<file path="src/include/tdr_pkg.sv">
// Shared constants and types for the terminal run command decoder.
// Assumes a 200 MHz system clock and a one-cycle-read register port.
package tdr_pkg;
    // ----------------------------------------
    // Timing
    // ----------------------------------------
    localparam int CLK_PERIOD_PS = 32'h0000_1388;                 // 200 MHz
    localparam longint DLY_UNIT_PS = 64'h0000_0017_4876_E800;     // 0.1 s delay unit
    localparam longint RAMP_STEP_PS = 64'h0000_0000_3B9A_CA00;    // 1 ms ramp step
    localparam int DLY_UNIT_CYC = int'(DLY_UNIT_PS / CLK_PERIOD_PS);
    localparam int RAMP_STEP_CYC = int'(RAMP_STEP_PS / CLK_PERIOD_PS);
    // ----------------------------------------
    // Register map (word index)
    // ----------------------------------------
    localparam logic [4:0] REG_MODE = 5'h00;      // terminal_command_mode_sel
    localparam logic [4:0] REG_RATE = 5'h01;      // ramp_adjust_rate
    localparam logic [4:0] REG_RES = 5'h02;       // freq_reference_resolution
    localparam logic [4:0] REG_LVL_LO = 5'h03;    // level_select_low_group
    localparam logic [4:0] REG_LVL_HI = 5'h04;    // level_select_high_group
    localparam logic [4:0] REG_ON_BASE = 5'h05;   // input_on_delay, 5 words
    localparam logic [4:0] REG_OFF_BASE = 5'h0A;  // input_off_delay, 5 words
    localparam logic [4:0] REG_STATUS = 5'h0F;
    localparam logic [4:0] REG_FREQ_LO = 5'h10;
    localparam logic [4:0] REG_FREQ_HI = 5'h11;
    // ----------------------------------------
    // Reset values and limits
    // ----------------------------------------
    localparam logic [1:0] MODE_RST = 2'h0;
    localparam logic [15:0] RATE_RST = 16'h03E8;  // 1.000 Hz/s
    localparam logic [1:0] RES_RST = 2'h2;
    localparam logic [1:0] RES_COARSE = 2'h1;
    localparam logic [4:0] LVL_RST = 5'h00;
    localparam logic [14:0] DLY_RST = 15'h0000;
    localparam logic [14:0] DLY_MAX = 15'h7530;   // 3000.0 s
    localparam logic [31:0] FREQ_MAX = 32'hFFFF_FFFF;
    localparam int N_IN = 10;
    localparam int N_DLY = 5;
    // ----------------------------------------
    // Types
    // ----------------------------------------
    typedef enum logic [1:0] {TWO_WIRE_A, TWO_WIRE_B, THREE_WIRE_A, THREE_WIRE_B} tdr_mode_e;
    typedef struct packed {
        logic [4:0] addr;
        logic [15:0] wdata;
        logic wr;
        logic rd;
    } tdr_bus_req_s;
    typedef struct packed {
        logic forward_run_command;
        logic backward_run_command;
    } tdr_cmd_s;
endpackage

</file>
<file path="src/hw/tdr_decoder.sv">
// Terminal conditioning and run/direction command decoder.
// Assumes pins from switches outside the clock domain and a plain register port.
`timescale 1ns/1ps
module tdr_decoder import tdr_pkg::*; #(
    parameter int DLY_CYC = DLY_UNIT_CYC,   // Cycles per 0.1 s delay step
    parameter int STEP_CYC = RAMP_STEP_CYC  // Cycles per 1 ms ramp step
) (
    input wire logic sys_clk,
    input wire logic rst_n,
    input wire tdr_bus_req_s bus_req,       // Register port request
    output logic [15:0] bus_rdata,          // Read data, cycle after strobe
    input wire logic [N_IN-1:0] term_closed, // Pin high while tied to return
    output tdr_cmd_s run_cmd,               // Registered run/direction
    output logic [31:0] freq_offset         // Up/down offset, micro-Hz steps
);
    // ----------------------------------------
    // Reset release
    // ----------------------------------------
    logic [1:0] rst_sync_q; // Asserts at once, releases after two edges
    logic rst_ok_n;
    always_ff @(posedge sys_clk or negedge rst_n) begin
        if (!rst_n) begin
            rst_sync_q <= 2'h0;
        end else begin
            rst_sync_q <= {rst_sync_q[0], 1'b1};
        end
    end
    assign rst_ok_n = rst_sync_q[1];

    // ----------------------------------------
    // Registers
    // ----------------------------------------
    logic [1:0] mode_q, mode_d;
    logic [15:0] rate_q, rate_d;
    logic [1:0] res_q, res_d;
    logic [N_IN-1:0] lvl_sel_q, lvl_sel_d;              // One bit per input
    logic [N_DLY-1:0][14:0] on_dly_q, on_dly_d;
    logic [N_DLY-1:0][14:0] off_dly_q, off_dly_d;
    logic [15:0] rdata_q, rdata_d;
    logic [N_IN-1:0] cond;                              // Conditioned levels
    logic [31:0] freq_q;
    tdr_cmd_s cmd_q;
    logic [14:0] wval;                                  // Clamped delay value

    // Write decode and read mux
    always_comb begin
        mode_d = mode_q;
        rate_d = rate_q;
        res_d = res_q;
        lvl_sel_d = lvl_sel_q;
        on_dly_d = on_dly_q;
        off_dly_d = off_dly_q;
        rdata_d = 16'h0000; // Unmapped or idle reads give zero
        // Out-of-range delays saturate rather than wrap
        wval = (bus_req.wdata[14:0] > DLY_MAX || bus_req.wdata[15]) ? DLY_MAX : bus_req.wdata[14:0];
        if (bus_req.wr) begin
            unique case (bus_req.addr)
                REG_MODE: mode_d = bus_req.wdata[1:0];
                REG_RATE: rate_d = bus_req.wdata;
                REG_RES: res_d = bus_req.wdata[1:0];
                REG_LVL_LO: lvl_sel_d[4:0] = bus_req.wdata[4:0];
                REG_LVL_HI: lvl_sel_d[9:5] = bus_req.wdata[4:0];
                default: begin
                    for (int i = 0; i < N_DLY; i++) begin
                        if (bus_req.addr == REG_ON_BASE + 5'(i)) on_dly_d[i] = wval;
                        if (bus_req.addr == REG_OFF_BASE + 5'(i)) off_dly_d[i] = wval;
                    end
                end
            endcase
        end
        if (bus_req.rd) begin
            unique case (bus_req.addr)
                REG_MODE: rdata_d = {14'h0000, mode_q};
                REG_RATE: rdata_d = rate_q;
                REG_RES: rdata_d = {14'h0000, res_q};
                REG_LVL_LO: rdata_d = {11'h000, lvl_sel_q[4:0]};
                REG_LVL_HI: rdata_d = {11'h000, lvl_sel_q[9:5]};
                REG_STATUS: rdata_d = {4'h0, cmd_q, cond};
                REG_FREQ_LO: rdata_d = freq_q[15:0];
                REG_FREQ_HI: rdata_d = freq_q[31:16];
                default: begin
                    for (int i = 0; i < N_DLY; i++) begin
                        if (bus_req.addr == REG_ON_BASE + 5'(i)) rdata_d = {1'b0, on_dly_q[i]};
                        if (bus_req.addr == REG_OFF_BASE + 5'(i)) rdata_d = {1'b0, off_dly_q[i]};
                    end
                end
            endcase
        end
    end

    always_ff @(posedge sys_clk or negedge rst_ok_n) begin
        if (!rst_ok_n) begin
            mode_q <= MODE_RST;
            rate_q <= RATE_RST;
            res_q <= RES_RST;
            lvl_sel_q <= {LVL_RST, LVL_RST};
            on_dly_q <= {N_DLY{DLY_RST}};
            off_dly_q <= {N_DLY{DLY_RST}};
            rdata_q <= 16'h0000;
        end else begin
            mode_q <= mode_d;
            rate_q <= rate_d;
            res_q <= res_d;
            lvl_sel_q <= lvl_sel_d;
            on_dly_q <= on_dly_d;
            off_dly_q <= off_dly_d;
            rdata_q <= rdata_d;
        end
    end
    assign bus_rdata = rdata_q;

    // ----------------------------------------
    // Pin synchroniser and level select
    // ----------------------------------------
    logic [N_IN-1:0] s1_q, s2_q, s3_q, pin_q, pin_d;
    logic [N_IN-1:0] lvl; // Active-high level per input
    // A new pin level counts only once stages two and three agree
    always_comb begin
        pin_d = pin_q;
        for (int i = 0; i < N_IN; i++) begin
            if (s2_q[i] == s3_q[i]) pin_d[i] = s3_q[i];
        end
    end
    always_ff @(posedge sys_clk or negedge rst_ok_n) begin
        if (!rst_ok_n) begin
            s1_q <= '0;
            s2_q <= '0;
            s3_q <= '0;
            pin_q <= '0;
        end else begin
            s1_q <= term_closed;
            s2_q <= s1_q;
            s3_q <= s2_q;
            pin_q <= pin_d;
        end
    end
    // Select 1: closed is active; select 0: open is active
    assign lvl = (pin_q & lvl_sel_q) | (~pin_q & ~lvl_sel_q);

    // ----------------------------------------
    // ON/OFF delay on the first five inputs
    // ----------------------------------------
    logic [24:0] pre_q, pre_d;                   // 0.1 s prescaler
    logic tick;
    logic [N_DLY-1:0] filt_q, filt_d;
    logic [N_DLY-1:0][14:0] cnt_q, cnt_d;
    // Free-running prescaler: a delay may end up to one step early,
    // traded for a single shared divider instead of five.
    assign tick = (pre_q == 25'(DLY_CYC - 1));
    always_comb begin
        pre_d = tick ? 25'h0 : pre_q + 25'h1;
        filt_d = filt_q;
        cnt_d = cnt_q;
        for (int i = 0; i < N_DLY; i++) begin
            if (lvl[i] == filt_q[i]) begin
                cnt_d[i] = 15'h0000; // No pending change
            end else if (cnt_q[i] >= (lvl[i] ? on_dly_q[i] : off_dly_q[i])) begin
                filt_d[i] = lvl[i];
                cnt_d[i] = 15'h0000;
            end else if (tick) begin
                cnt_d[i] = cnt_q[i] + 15'h1;
            end
        end
    end
    always_ff @(posedge sys_clk or negedge rst_ok_n) begin
        if (!rst_ok_n) begin
            pre_q <= 25'h0;
            filt_q <= '0;
            cnt_q <= '0;
        end else begin
            pre_q <= pre_d;
            filt_q <= filt_d;
            cnt_q <= cnt_d;
        end
    end
    assign cond = {lvl[N_IN-1:N_DLY], filt_q};

    // ----------------------------------------
    // Run/direction decoder
    // ----------------------------------------
    logic [2:0] prev_q;     // Last conditioned levels of inputs one to three
    logic run_q, run_d;     // Latched run state for the three-wire modes
    tdr_cmd_s cmd_d;
    logic rise1, rise2;
    tdr_mode_e mode;
    assign mode = tdr_mode_e'(mode_q);
    assign rise1 = cond[0] & ~prev_q[0];
    assign rise2 = cond[1] & ~prev_q[1];
    always_comb begin
        cmd_d = cmd_q;
        run_d = run_q;
        unique case (mode)
            TWO_WIRE_A: begin
                cmd_d.forward_run_command = cond[0] & ~cond[1];
                cmd_d.backward_run_command = ~cond[0] & cond[1];
                run_d = cond[0] ^ cond[1];
            end
            TWO_WIRE_B: begin
                cmd_d.forward_run_command = cond[0] & ~cond[1];
                cmd_d.backward_run_command = cond[0] & cond[1];
                run_d = cond[0];
            end
            THREE_WIRE_A: begin
                // Simultaneous presses cancel and the state holds
                if (!cond[2]) begin
                    cmd_d = '0;
                end else if (rise1 && !rise2) begin
                    cmd_d = 2'b10;
                end else if (rise2 && !rise1) begin
                    cmd_d = 2'b01;
                end
                run_d = cmd_d.forward_run_command | cmd_d.backward_run_command;
            end
            THREE_WIRE_B: begin
                if (!cond[2]) begin
                    run_d = 1'b0;
                end else if (rise1) begin
                    run_d = 1'b1;
                end
                cmd_d.forward_run_command = run_d & ~cond[1];
                cmd_d.backward_run_command = run_d & cond[1];
            end
        endcase
    end
    always_ff @(posedge sys_clk or negedge rst_ok_n) begin
        if (!rst_ok_n) begin
            prev_q <= 3'h0;
            run_q <= 1'b0;
            cmd_q <= '0;
        end else begin
            prev_q <= cond[2:0];
            run_q <= run_d;
            cmd_q <= cmd_d;
        end
    end
    assign run_cmd = cmd_q;

    // ----------------------------------------
    // Up/down frequency ramp (inputs four and five)
    // ----------------------------------------
    logic [17:0] ms_q, ms_d;
    logic ms_tick;
    logic [31:0] step, freq_d;
    assign ms_tick = (ms_q == 18'(STEP_CYC - 1));
    // Rate in units/s applied every 1 ms gives the same units per ms / 1000
    assign step = (res_q == RES_COARSE) ? 32'(rate_q) * 32'h0000_000A : 32'(rate_q);
    always_comb begin
        ms_d = ms_tick ? 18'h0 : ms_q + 18'h1;
        freq_d = freq_q;
        if (ms_tick && cond[3] && !cond[4]) begin
            freq_d = (FREQ_MAX - freq_q < step) ? FREQ_MAX : freq_q + step;
        end else if (ms_tick && cond[4] && !cond[3]) begin
            freq_d = (freq_q < step) ? 32'h0 : freq_q - step;
        end
    end
    always_ff @(posedge sys_clk or negedge rst_ok_n) begin
        if (!rst_ok_n) begin
            ms_q <= 18'h0;
            freq_q <= 32'h0;
        end else begin
            ms_q <= ms_d;
            freq_q <= freq_d;
        end
    end
    assign freq_offset = freq_q;
endmodule

</file>
<file path="config.mk">
export PLATFORM = sky130hd
export DESIGN_NAME = tdr_decoder
export DESIGN_NICKNAME = d
export VERILOG_FILES = /design/src/include/tdr_pkg.sv /design/src/hw/tdr_decoder.sv
export SDC_FILE = /design/constraint.sdc
export NUM_CORES = 1
export LEC_CHECK = 0
export ABC_CLOCK_PERIOD_IN_PS = 14400
export BUFFER_PORTS_ARGS = -buffer_cell sky130_fd_sc_hd__buf_2
export CORE_ASPECT_RATIO = 1.75
export CORE_MARGIN = 2
export CORE_UTILIZATION = 40
export DETAILED_ROUTE_END_ITERATION = 12
export MAX_ROUTING_LAYER = met4
export PLACE_DENSITY = 0.59
export SLEW_MARGIN = 20
export SYNTH_ARGS = -nofsm -noshare
export SYNTH_HDL_FRONTEND = slang
export SYNTH_SLANG_ARGS = --single-unit
export TNS_END_PERCENT = 1
</file>
<file path="constraint.sdc">
create_clock -name sys_clk -period 14.4 [get_ports sys_clk]
set_clock_uncertainty 0.2 [all_clocks]
set_input_delay 0 -clock sys_clk [delete_from_list [all_inputs] [get_ports sys_clk]]
set_output_delay 0 -clock sys_clk [all_outputs]
set_load 0.02 [all_outputs]
</file>
==> impl_metrics.toml, run 1 <==
[placed_design]
placed_cells = 3362
routabilityCongestion = 1.01
io_buffers = 84
dpl.hpwl_mm = 65.8

[logic_synthesis]
synth_cells = 2590
ys_warn_count = 0
ys.flop_type = "dfrtp_1"
async_flop_share_pct = 100
avgSynthCellArea_sq_um = 9.29
synth_sequential_area_ratio_pct = 41.4
synth-seq-cells = 398
netlist_area_sq_um = 24100
syn-num-nets = 2802
yosys.cell_types.count = 88
synth_edf_count = 0

[die]
coreArea_sq_um = 59400
start_util_pct = 40.5
ios = 85
row_count = 118
die_h_microns = 328
dieArea_sq_um = 62200
dieWidth_microns = 189

[layout]
final_common_cell = "dfrtp_1"
final_layout_size_suffix_gt1_share_pct = 10.1
syn2layout_area_growth_pct = 13.5
fin_util_pct = 46.0
final_cell_mix = "390 x dfrtp_1, 335 x nand2_1, 231 x o21ai_0, 204 x nor2_1, 174 x ha_1"
final_nets = 2892
stdcell_count = 3499
fillers = 5732

[setup_path]
worstPathBufferInverterCount = 0
startpoint_type = "register"
critPathMaxFanout = 14
critPathKind = "reg -> reg"
path_delay_family = "compound AO/OA/AOI/OAI gates"
crit_chain = "ha_1, ha_1, fa_1, a211oi_1, o21bai_1, a31oi_1, o21ai_0, o41ai_1, xnor2_1, nand2_1, ha_1, and3_1, and3_1, o211ai_1, a31oi_1, or4_1, a21boi_0, o21ai_1"
slowest_delay_ns = 0.75
required_ns = 14.62
reg2reg_depth = 18
crit_path_start = "rate_q[3]$_DFFE_PN1P_"
r2r_setup_slack_ns = 7.58
worst_setup_path_end_kind = "register"
cp.arrival_ns = 7.04
slowest_stage = "a21boi_0"
cpMostUsedCell = "ha_1"
r2r-start = "rate_q[3]$_DFFE_PN1P_"
reg2reg_to = "freq_offset[14]$_DFFE_PN0P_"

[drt]
drc = 0
vias = 20672
first_pass_iters = 9
wire_per_inst_microns = 24.7
viasPerCell = 5.91
ant_nets = 0
wl_mm = 86.5
drtIter0Drc = 1321

[sta]
slew-limit-headroom_pct = 16.5
hold_violations = 0
post-route-min-period_ns = 6.82
fin_crit_sh_pct = 47.4
max_freq_mhz = 147
finalMaxSlewViolations = 0
worst_pin_slew_ns = 1.22
rsz0062_at_grt = "no"
setup_viol = 0
whs_ns = 0.0775
setup_tns_ns = 0

[global_routing]
grtUsageTotal_pct = 28.8
grt_max_degree = 77
gr-usage-met3_pct = 3.83
grt_first_pass_wirelength_mm = 130
overflow = 0
grt_pass1_vias = 21253
grt.busiest_layer = "met2"
grtUsageMet1_pct = 27.5
antenna_found_initial = 5
met2_usage_pct = 51.4

[power]
p_leak_nw = 12.4
ir_worst_vdd_mv = 0.0850
finalPower_mw = 3.62
powerDensity_nw_per_um2 = 133

[cts]
cts_tree = "yes"
insertion_delay_ns = 0.58
cts_sinks = 398
cts-root-buf = "clkbuf_16"
numCtsBuffers = 41
cts_max_level = 2
clockBufferDepth = 3
clk_pin_slew_ns = 0.08
post_cts_resized = 0

[worst_hold_path]
hold_path.class = "in -> async"

[status]
outcome = "finished clean"

[flow_run]
drv_cap = 0
[area by class of cell]
| cell class | count | area, sq um | area share [%] |
|---|---|---|---|
| multi-input cells | 2004 | 13400 | 49.1 |
| repair buffers | 169 | 1190 | 4.36 |
| well taps | 780 | 976 | 3.58 |
| inverters | 66 | 248 | 0.908 |
| clock buffers | 54 | 1180 | 4.31 |
| flip-flops and latches | 398 | 9970 | 36.5 |
| clock inverters | 22 | 303 | 1.11 |
| diodes | 6 | 15.0 | 0.0550 |
[through the flow]
stage	area (sq um)	setup slack [ns]
final	27300	7.58
after global placement	25200	7.38
after global routing	27300	7.22
after floorplan	24100	2.30
after CTS	27200	7.72
after detailed placement	25200	7.73
[cells in the mapped netlist (10+ instances only)]
master    instances  area, sq um
dfrtp_1         391         9780
nand2_1         335         1260
o21ai_0         231         1160
nor2_1          206          773
ha_1            174         2180
clkbuf_1        100          375
mux2i_1          81          811
a21oi_1          78          390
xnor2_1          75          657
xor2_1           74          648
nor3_1           72          360
inv_1            66          248
nand3_1          57          285
a21o_1           44          330
and3_1           44          275
a22oi_1          38          285
mux2_2           37          417
nand4_1          35          219
a222oi_1         29          290
nor2b_1          28          175
nand2b_1         24          150
and2_1           23          144
o22ai_1          20          125
o21ai_1          19         95.1
o211ai_1         18          135
a211oi_1         17          128
a31oi_1          15         93.8
or3_1            15         93.8
buf_2            14         70.1
o21bai_1         13         97.6
a221oi_1         12          105
o21a_1           11         82.6
or2_2            11         68.8
maj3_1           10          100
nor4_1           10         62.6
or4_1            10         75.1
[worst max-delay path by stage]
stage	to	slack, ns	cells past startpoint
CTS	freq_offset[22]$_DFFE_PN0P_	7.72	19
floorplan	bus_rdata[0]$_DFF_PN0_	2.30	0
global route	freq_offset[14]$_DFFE_PN0P_	7.22	18
finish	freq_offset[14]$_DFFE_PN0P_	7.58	18
detailed placement	freq_offset[22]$_DFFE_PN0P_	7.73	19
global placement	freq_offset[22]$_DFFE_PN0P_	7.38	19
[flip-flops by register name, indices dropped and copies added (netlist names)]
signal / cells
mode: 2
lvl_sel_q: 10
rst_sync_q: 2
s2_q: 10
prev_q: 2
res_q: 2
ms_q: 18
cnt_q: 75
freq_offset: 32
rate_q: 16
filt_q: 5
run_q: 1
on_dly_q: 75
s3_q: 10
pin_q: 10
off_dly_q: 75
pre_q: 25
bus_rdata: 16
run_cmd: 2
s1_q: 10
[worst reg2reg max path, cell delays in order, from the launching register on]
cell and delay (ns):
dfstp_2 0.56, ha_1 0.24, ha_1 0.24, fa_1 0.43, a211oi_1 0.24, o21bai_1 0.13, a31oi_1 0.24, o21ai_0 0.16
o41ai_1 0.54, xnor2_1 0.19, nand2_1 0.11, ha_1 0.56, and3_1 0.36, and3_1 0.28, o211ai_1 0.13, a31oi_1 0.67
or4_1 0.49, a21boi_0 0.76, o21ai_1 0.15
[report_power, final]
group          internal, mW  leakage, nW  switching, mW  total (mW)
Clock                 0.705        0.723          0.485        1.19
Sequential             1.23         5.15          0.144        1.38
Combinational         0.399         6.56          0.659        1.06
[cells by family (layout without fill, tap and decap cells)]
family          Yosys count  after routing  synth area share (%)
buf+inv                 188            311                  3.09
xor+xnor                149            149                  5.43
flops                   398            398                  41.4
mux                     118            118                  5.10
other cells               1              7                0.0156
compound gates          644            644                  17.5
simple gates            905            905                  17.7
fa+ha+maj               187            187                  9.72
[metal layers]
| layer | vias up | share of wire [%] | wire (microns) |
|---|---|---|---|
| li1 | 9540 | - | - |
| met1 | 10133 | 34 | 29200 |
| met2 | 693 | 52 | 45000 |
| met3 | 306 | 4.5 | 3900 |
| met4 | 0 | 9.7 | 8410 |
| met5 | - | 0 | 0 |
[what timing repair did]
| item | 4_1_cts | 5_1_grt |
|---|---|---|
| hold buffers | 52 | 0 |
| buffers inserted | 0 | 0 |
| hold endpoints to repair | 172 | 0 |
Note: power is estimated with default switching activity, not from simulation.
==> run 2: changes to the inputs <==
- ABC_CLOCK_PERIOD_IN_PS: 14400 -> 5700
- PLACE_DENSITY: 0.59 -> 0.61
- clock period: 14.4 -> 5.7 ns (I/O delays scaled with it)
==> run 2 against run 1 <==
  * Final cell count grew 2.6%
  * Core utilization grew 1.2 points
  * Sequential power grew 150%
  * Combinational power grew to 2.8 times the previous value
  * Largest cell class unchanged
==> impl_metrics.toml, run 2 (synthesis gave the netlist of run 1 again) <==
[power]
p_leak_nw = 12.9
p_sw_mw = 3.26
ir_worst_vdd_mv = 0.224
powerDensity_nw_per_um2 = 328
intPower_mw = 5.92
seqPwrFrac_pct = 37.3
p_comb_share_pct = 31.8
clockPowerShare_pct = 30.9
swShare_pct = 35.5

[global_routing]
grt_max_degree = 159
overflow = 0
grt_first_pass_wirelength_mm = 130
grt_pass1_vias = 21310
antenna_found_initial = 6
grtUsageTotal_pct = 28.5

[status]
outcome = "finished clean"

[drt]
wire_per_inst_microns = 23.9
viasPerCell = 5.81
drc = 0
wl_mm = 85.9
vias = 20847
drtIter0Drc = 1502
ant_nets = 0
first_pass_iters = 8

[layout]
final_common_cell = "dfrtp_1"
fillers = 5651
stdcell_count = 3589
final_layout_size_suffix_gt1_share_pct = 13.7
multiInputGateArea_sq_um = 13500
syn2layout_area_growth_pct = 16.5
final_cell_mix = "390 x dfrtp_1, 335 x nand2_1, 228 x o21ai_0, 204 x nor2_1, 172 x ha_1"
seq_area_sq_um = 9970
largest_registers = "cnt_q x75, off_dly_q x75, on_dly_q x75"
final_nets = 2985
final_area_sq_um = 28000

[sta]
rsz0062_at_grt = "yes"
setup_viol = 0
hold_violations = 0
post-route-min-period_ns = 5.48
fin_crit_sh_pct = 96.2
worst_pin_slew_ns = 1.08
max_freq_mhz = 182
finalMaxSlewViolations = 0
slew-limit-headroom_pct = 27.6

[die]
ios = 85
start_util_pct = 40.5
row_count = 118
dieArea_sq_um = 62200
die_h_microns = 328
coreArea_sq_um = 59400
dieWidth_microns = 189

[setup_path]
r2r_setup_slack_ns = 0.22
startpoint_type = "register"
critPathMaxFanout = 4
worst_setup_path_end_kind = "register"
cp.arrival_ns = 5.74
critPathKind = "reg -> reg"
required_ns = 5.96

[cts]
cts_tree = "yes"
cts-root-buf = "clkbuf_16"
cts_max_level = 2
clockBufferDepth = 3
numCtsBuffers = 41
clk_pin_slew_ns = 0.07
insertion_delay_ns = 0.58
cts_sinks = 398

[placed_design]
placed_cells = 3456
dpl-instance-area_sq_um = 26000
io_buffers = 84
routabilityCongestion = 1.01
dpl.hpwl_mm = 66.1

[worst_hold_path]
hold_path.class = "in -> async"

[flow_run]
drv_cap = 0
-- run 2: path summary, 6_finish.rpt --
path,to,depth (start not counted),from
max,freq_offset[20]$_DFFE_PN0P_,25,rate_q[3]$_DFFE_PN1P_
min,rst_sync_q[1]$_DFF_PN0_,3,rst_n
max reg2reg,freq_offset[20]$_DFFE_PN0P_,25,rate_q[3]$_DFFE_PN1P_
min reg2reg,s2_q[2]$_DFF_PN0_,0,s1_q[2]$_DFF_PN0_
max in group asynchronous,ms_q[6]$_DFF_PN0_,1,rst_sync_q[1]$_DFF_PN0_
min in group sys_clk,rate_q[12]$_DFFE_PN0P_,3,bus_req[14]
-- run 2: repair_timing --
| action | CTS | global route |
|---|---|---|
| hold buffers | 50 | 0 |
| resized for setup | 4 | 22 |
| pin swaps | 0 | 2 |
| setup buffers | 0 | 1 |
| setup endpoints to repair | 3 | 32 |
| hold endpoints to repair | 175 | 0 |
-- run 2: cell type report --
class,count,share of cell area [%]
clock buffer,59,4.15
clock inverter,15,0.817
multi-input combinational,2004,48.2
inverter,66,0.884
sequential,398,35.6
tap,780,3.48
antenna,5,0.0446
timing repair buffer,262,6.82
-- run 2: metrics by stage --
step	hold WS [ns]	util (%)	setup slack, ns	power [mW]	setup TNS, ns
finish	0.0587	47.2	0.215	9.18	0
global route	0.0696	47.2	-0.0359	9.65	-0.140
floorplan	-0.496	-	0.557	5.21	0
global placement	-0.414	43.7	-0.470	6.23	-1.11
detailed placement	-0.414	43.7	-0.368	6.29	-0.830
CTS	0.0405	47.0	0.0244	9.16	0
-- run 2: routing by layer --
layer / share of wire [%] / wire [microns] / track usage [%] / up-vias
met5: 0 / 0 / - / -
met4: 9.8 / 8410 / 22.4 / 0
met3: 4.5 / 3840 / 3.35 / 270
met2: 52 / 44700 / 51.1 / 649
met1: 34 / 28900 / 27.7 / 10216
li1: - / - / - / 9712
-- run 2: worst max-delay path: stages (launching register included) --
cell and delay [ns]:
dfstp_2 0.53, ha_1 0.22, ha_1 0.24, fa_1 0.43, a211oi_1 0.25, o21bai_1 0.15
a31oi_2 0.24, o21ai_1 0.14, o41ai_2 0.23, buf_4 0.17, o21ai_0 0.10, xor2_1 0.17
nand2_1 0.12, ha_1 0.32, a2111oi_2 0.41, o41ai_1 0.13, buf_4 0.19, buf_4 0.14
nand3_1 0.07, buf_4 0.15, a21oi_1 0.07, buf_4 0.15, buf_4 0.13, a221o_1 0.31
nand2_1 0.07, nand2_1 0.05
-- run 2: power by group through the flow --
stage / registers [mW] / logic (mW) / clock network [mW]
floorplan: 3.39 / 1.82 / 0
global placement: 3.46 / 2.77 / 0
detailed placement: 3.47 / 2.82 / 0
CTS: 3.42 / 2.86 / 2.89
global route: 3.46 / 3.19 / 3.00
finish: 3.43 / 2.92 / 2.84
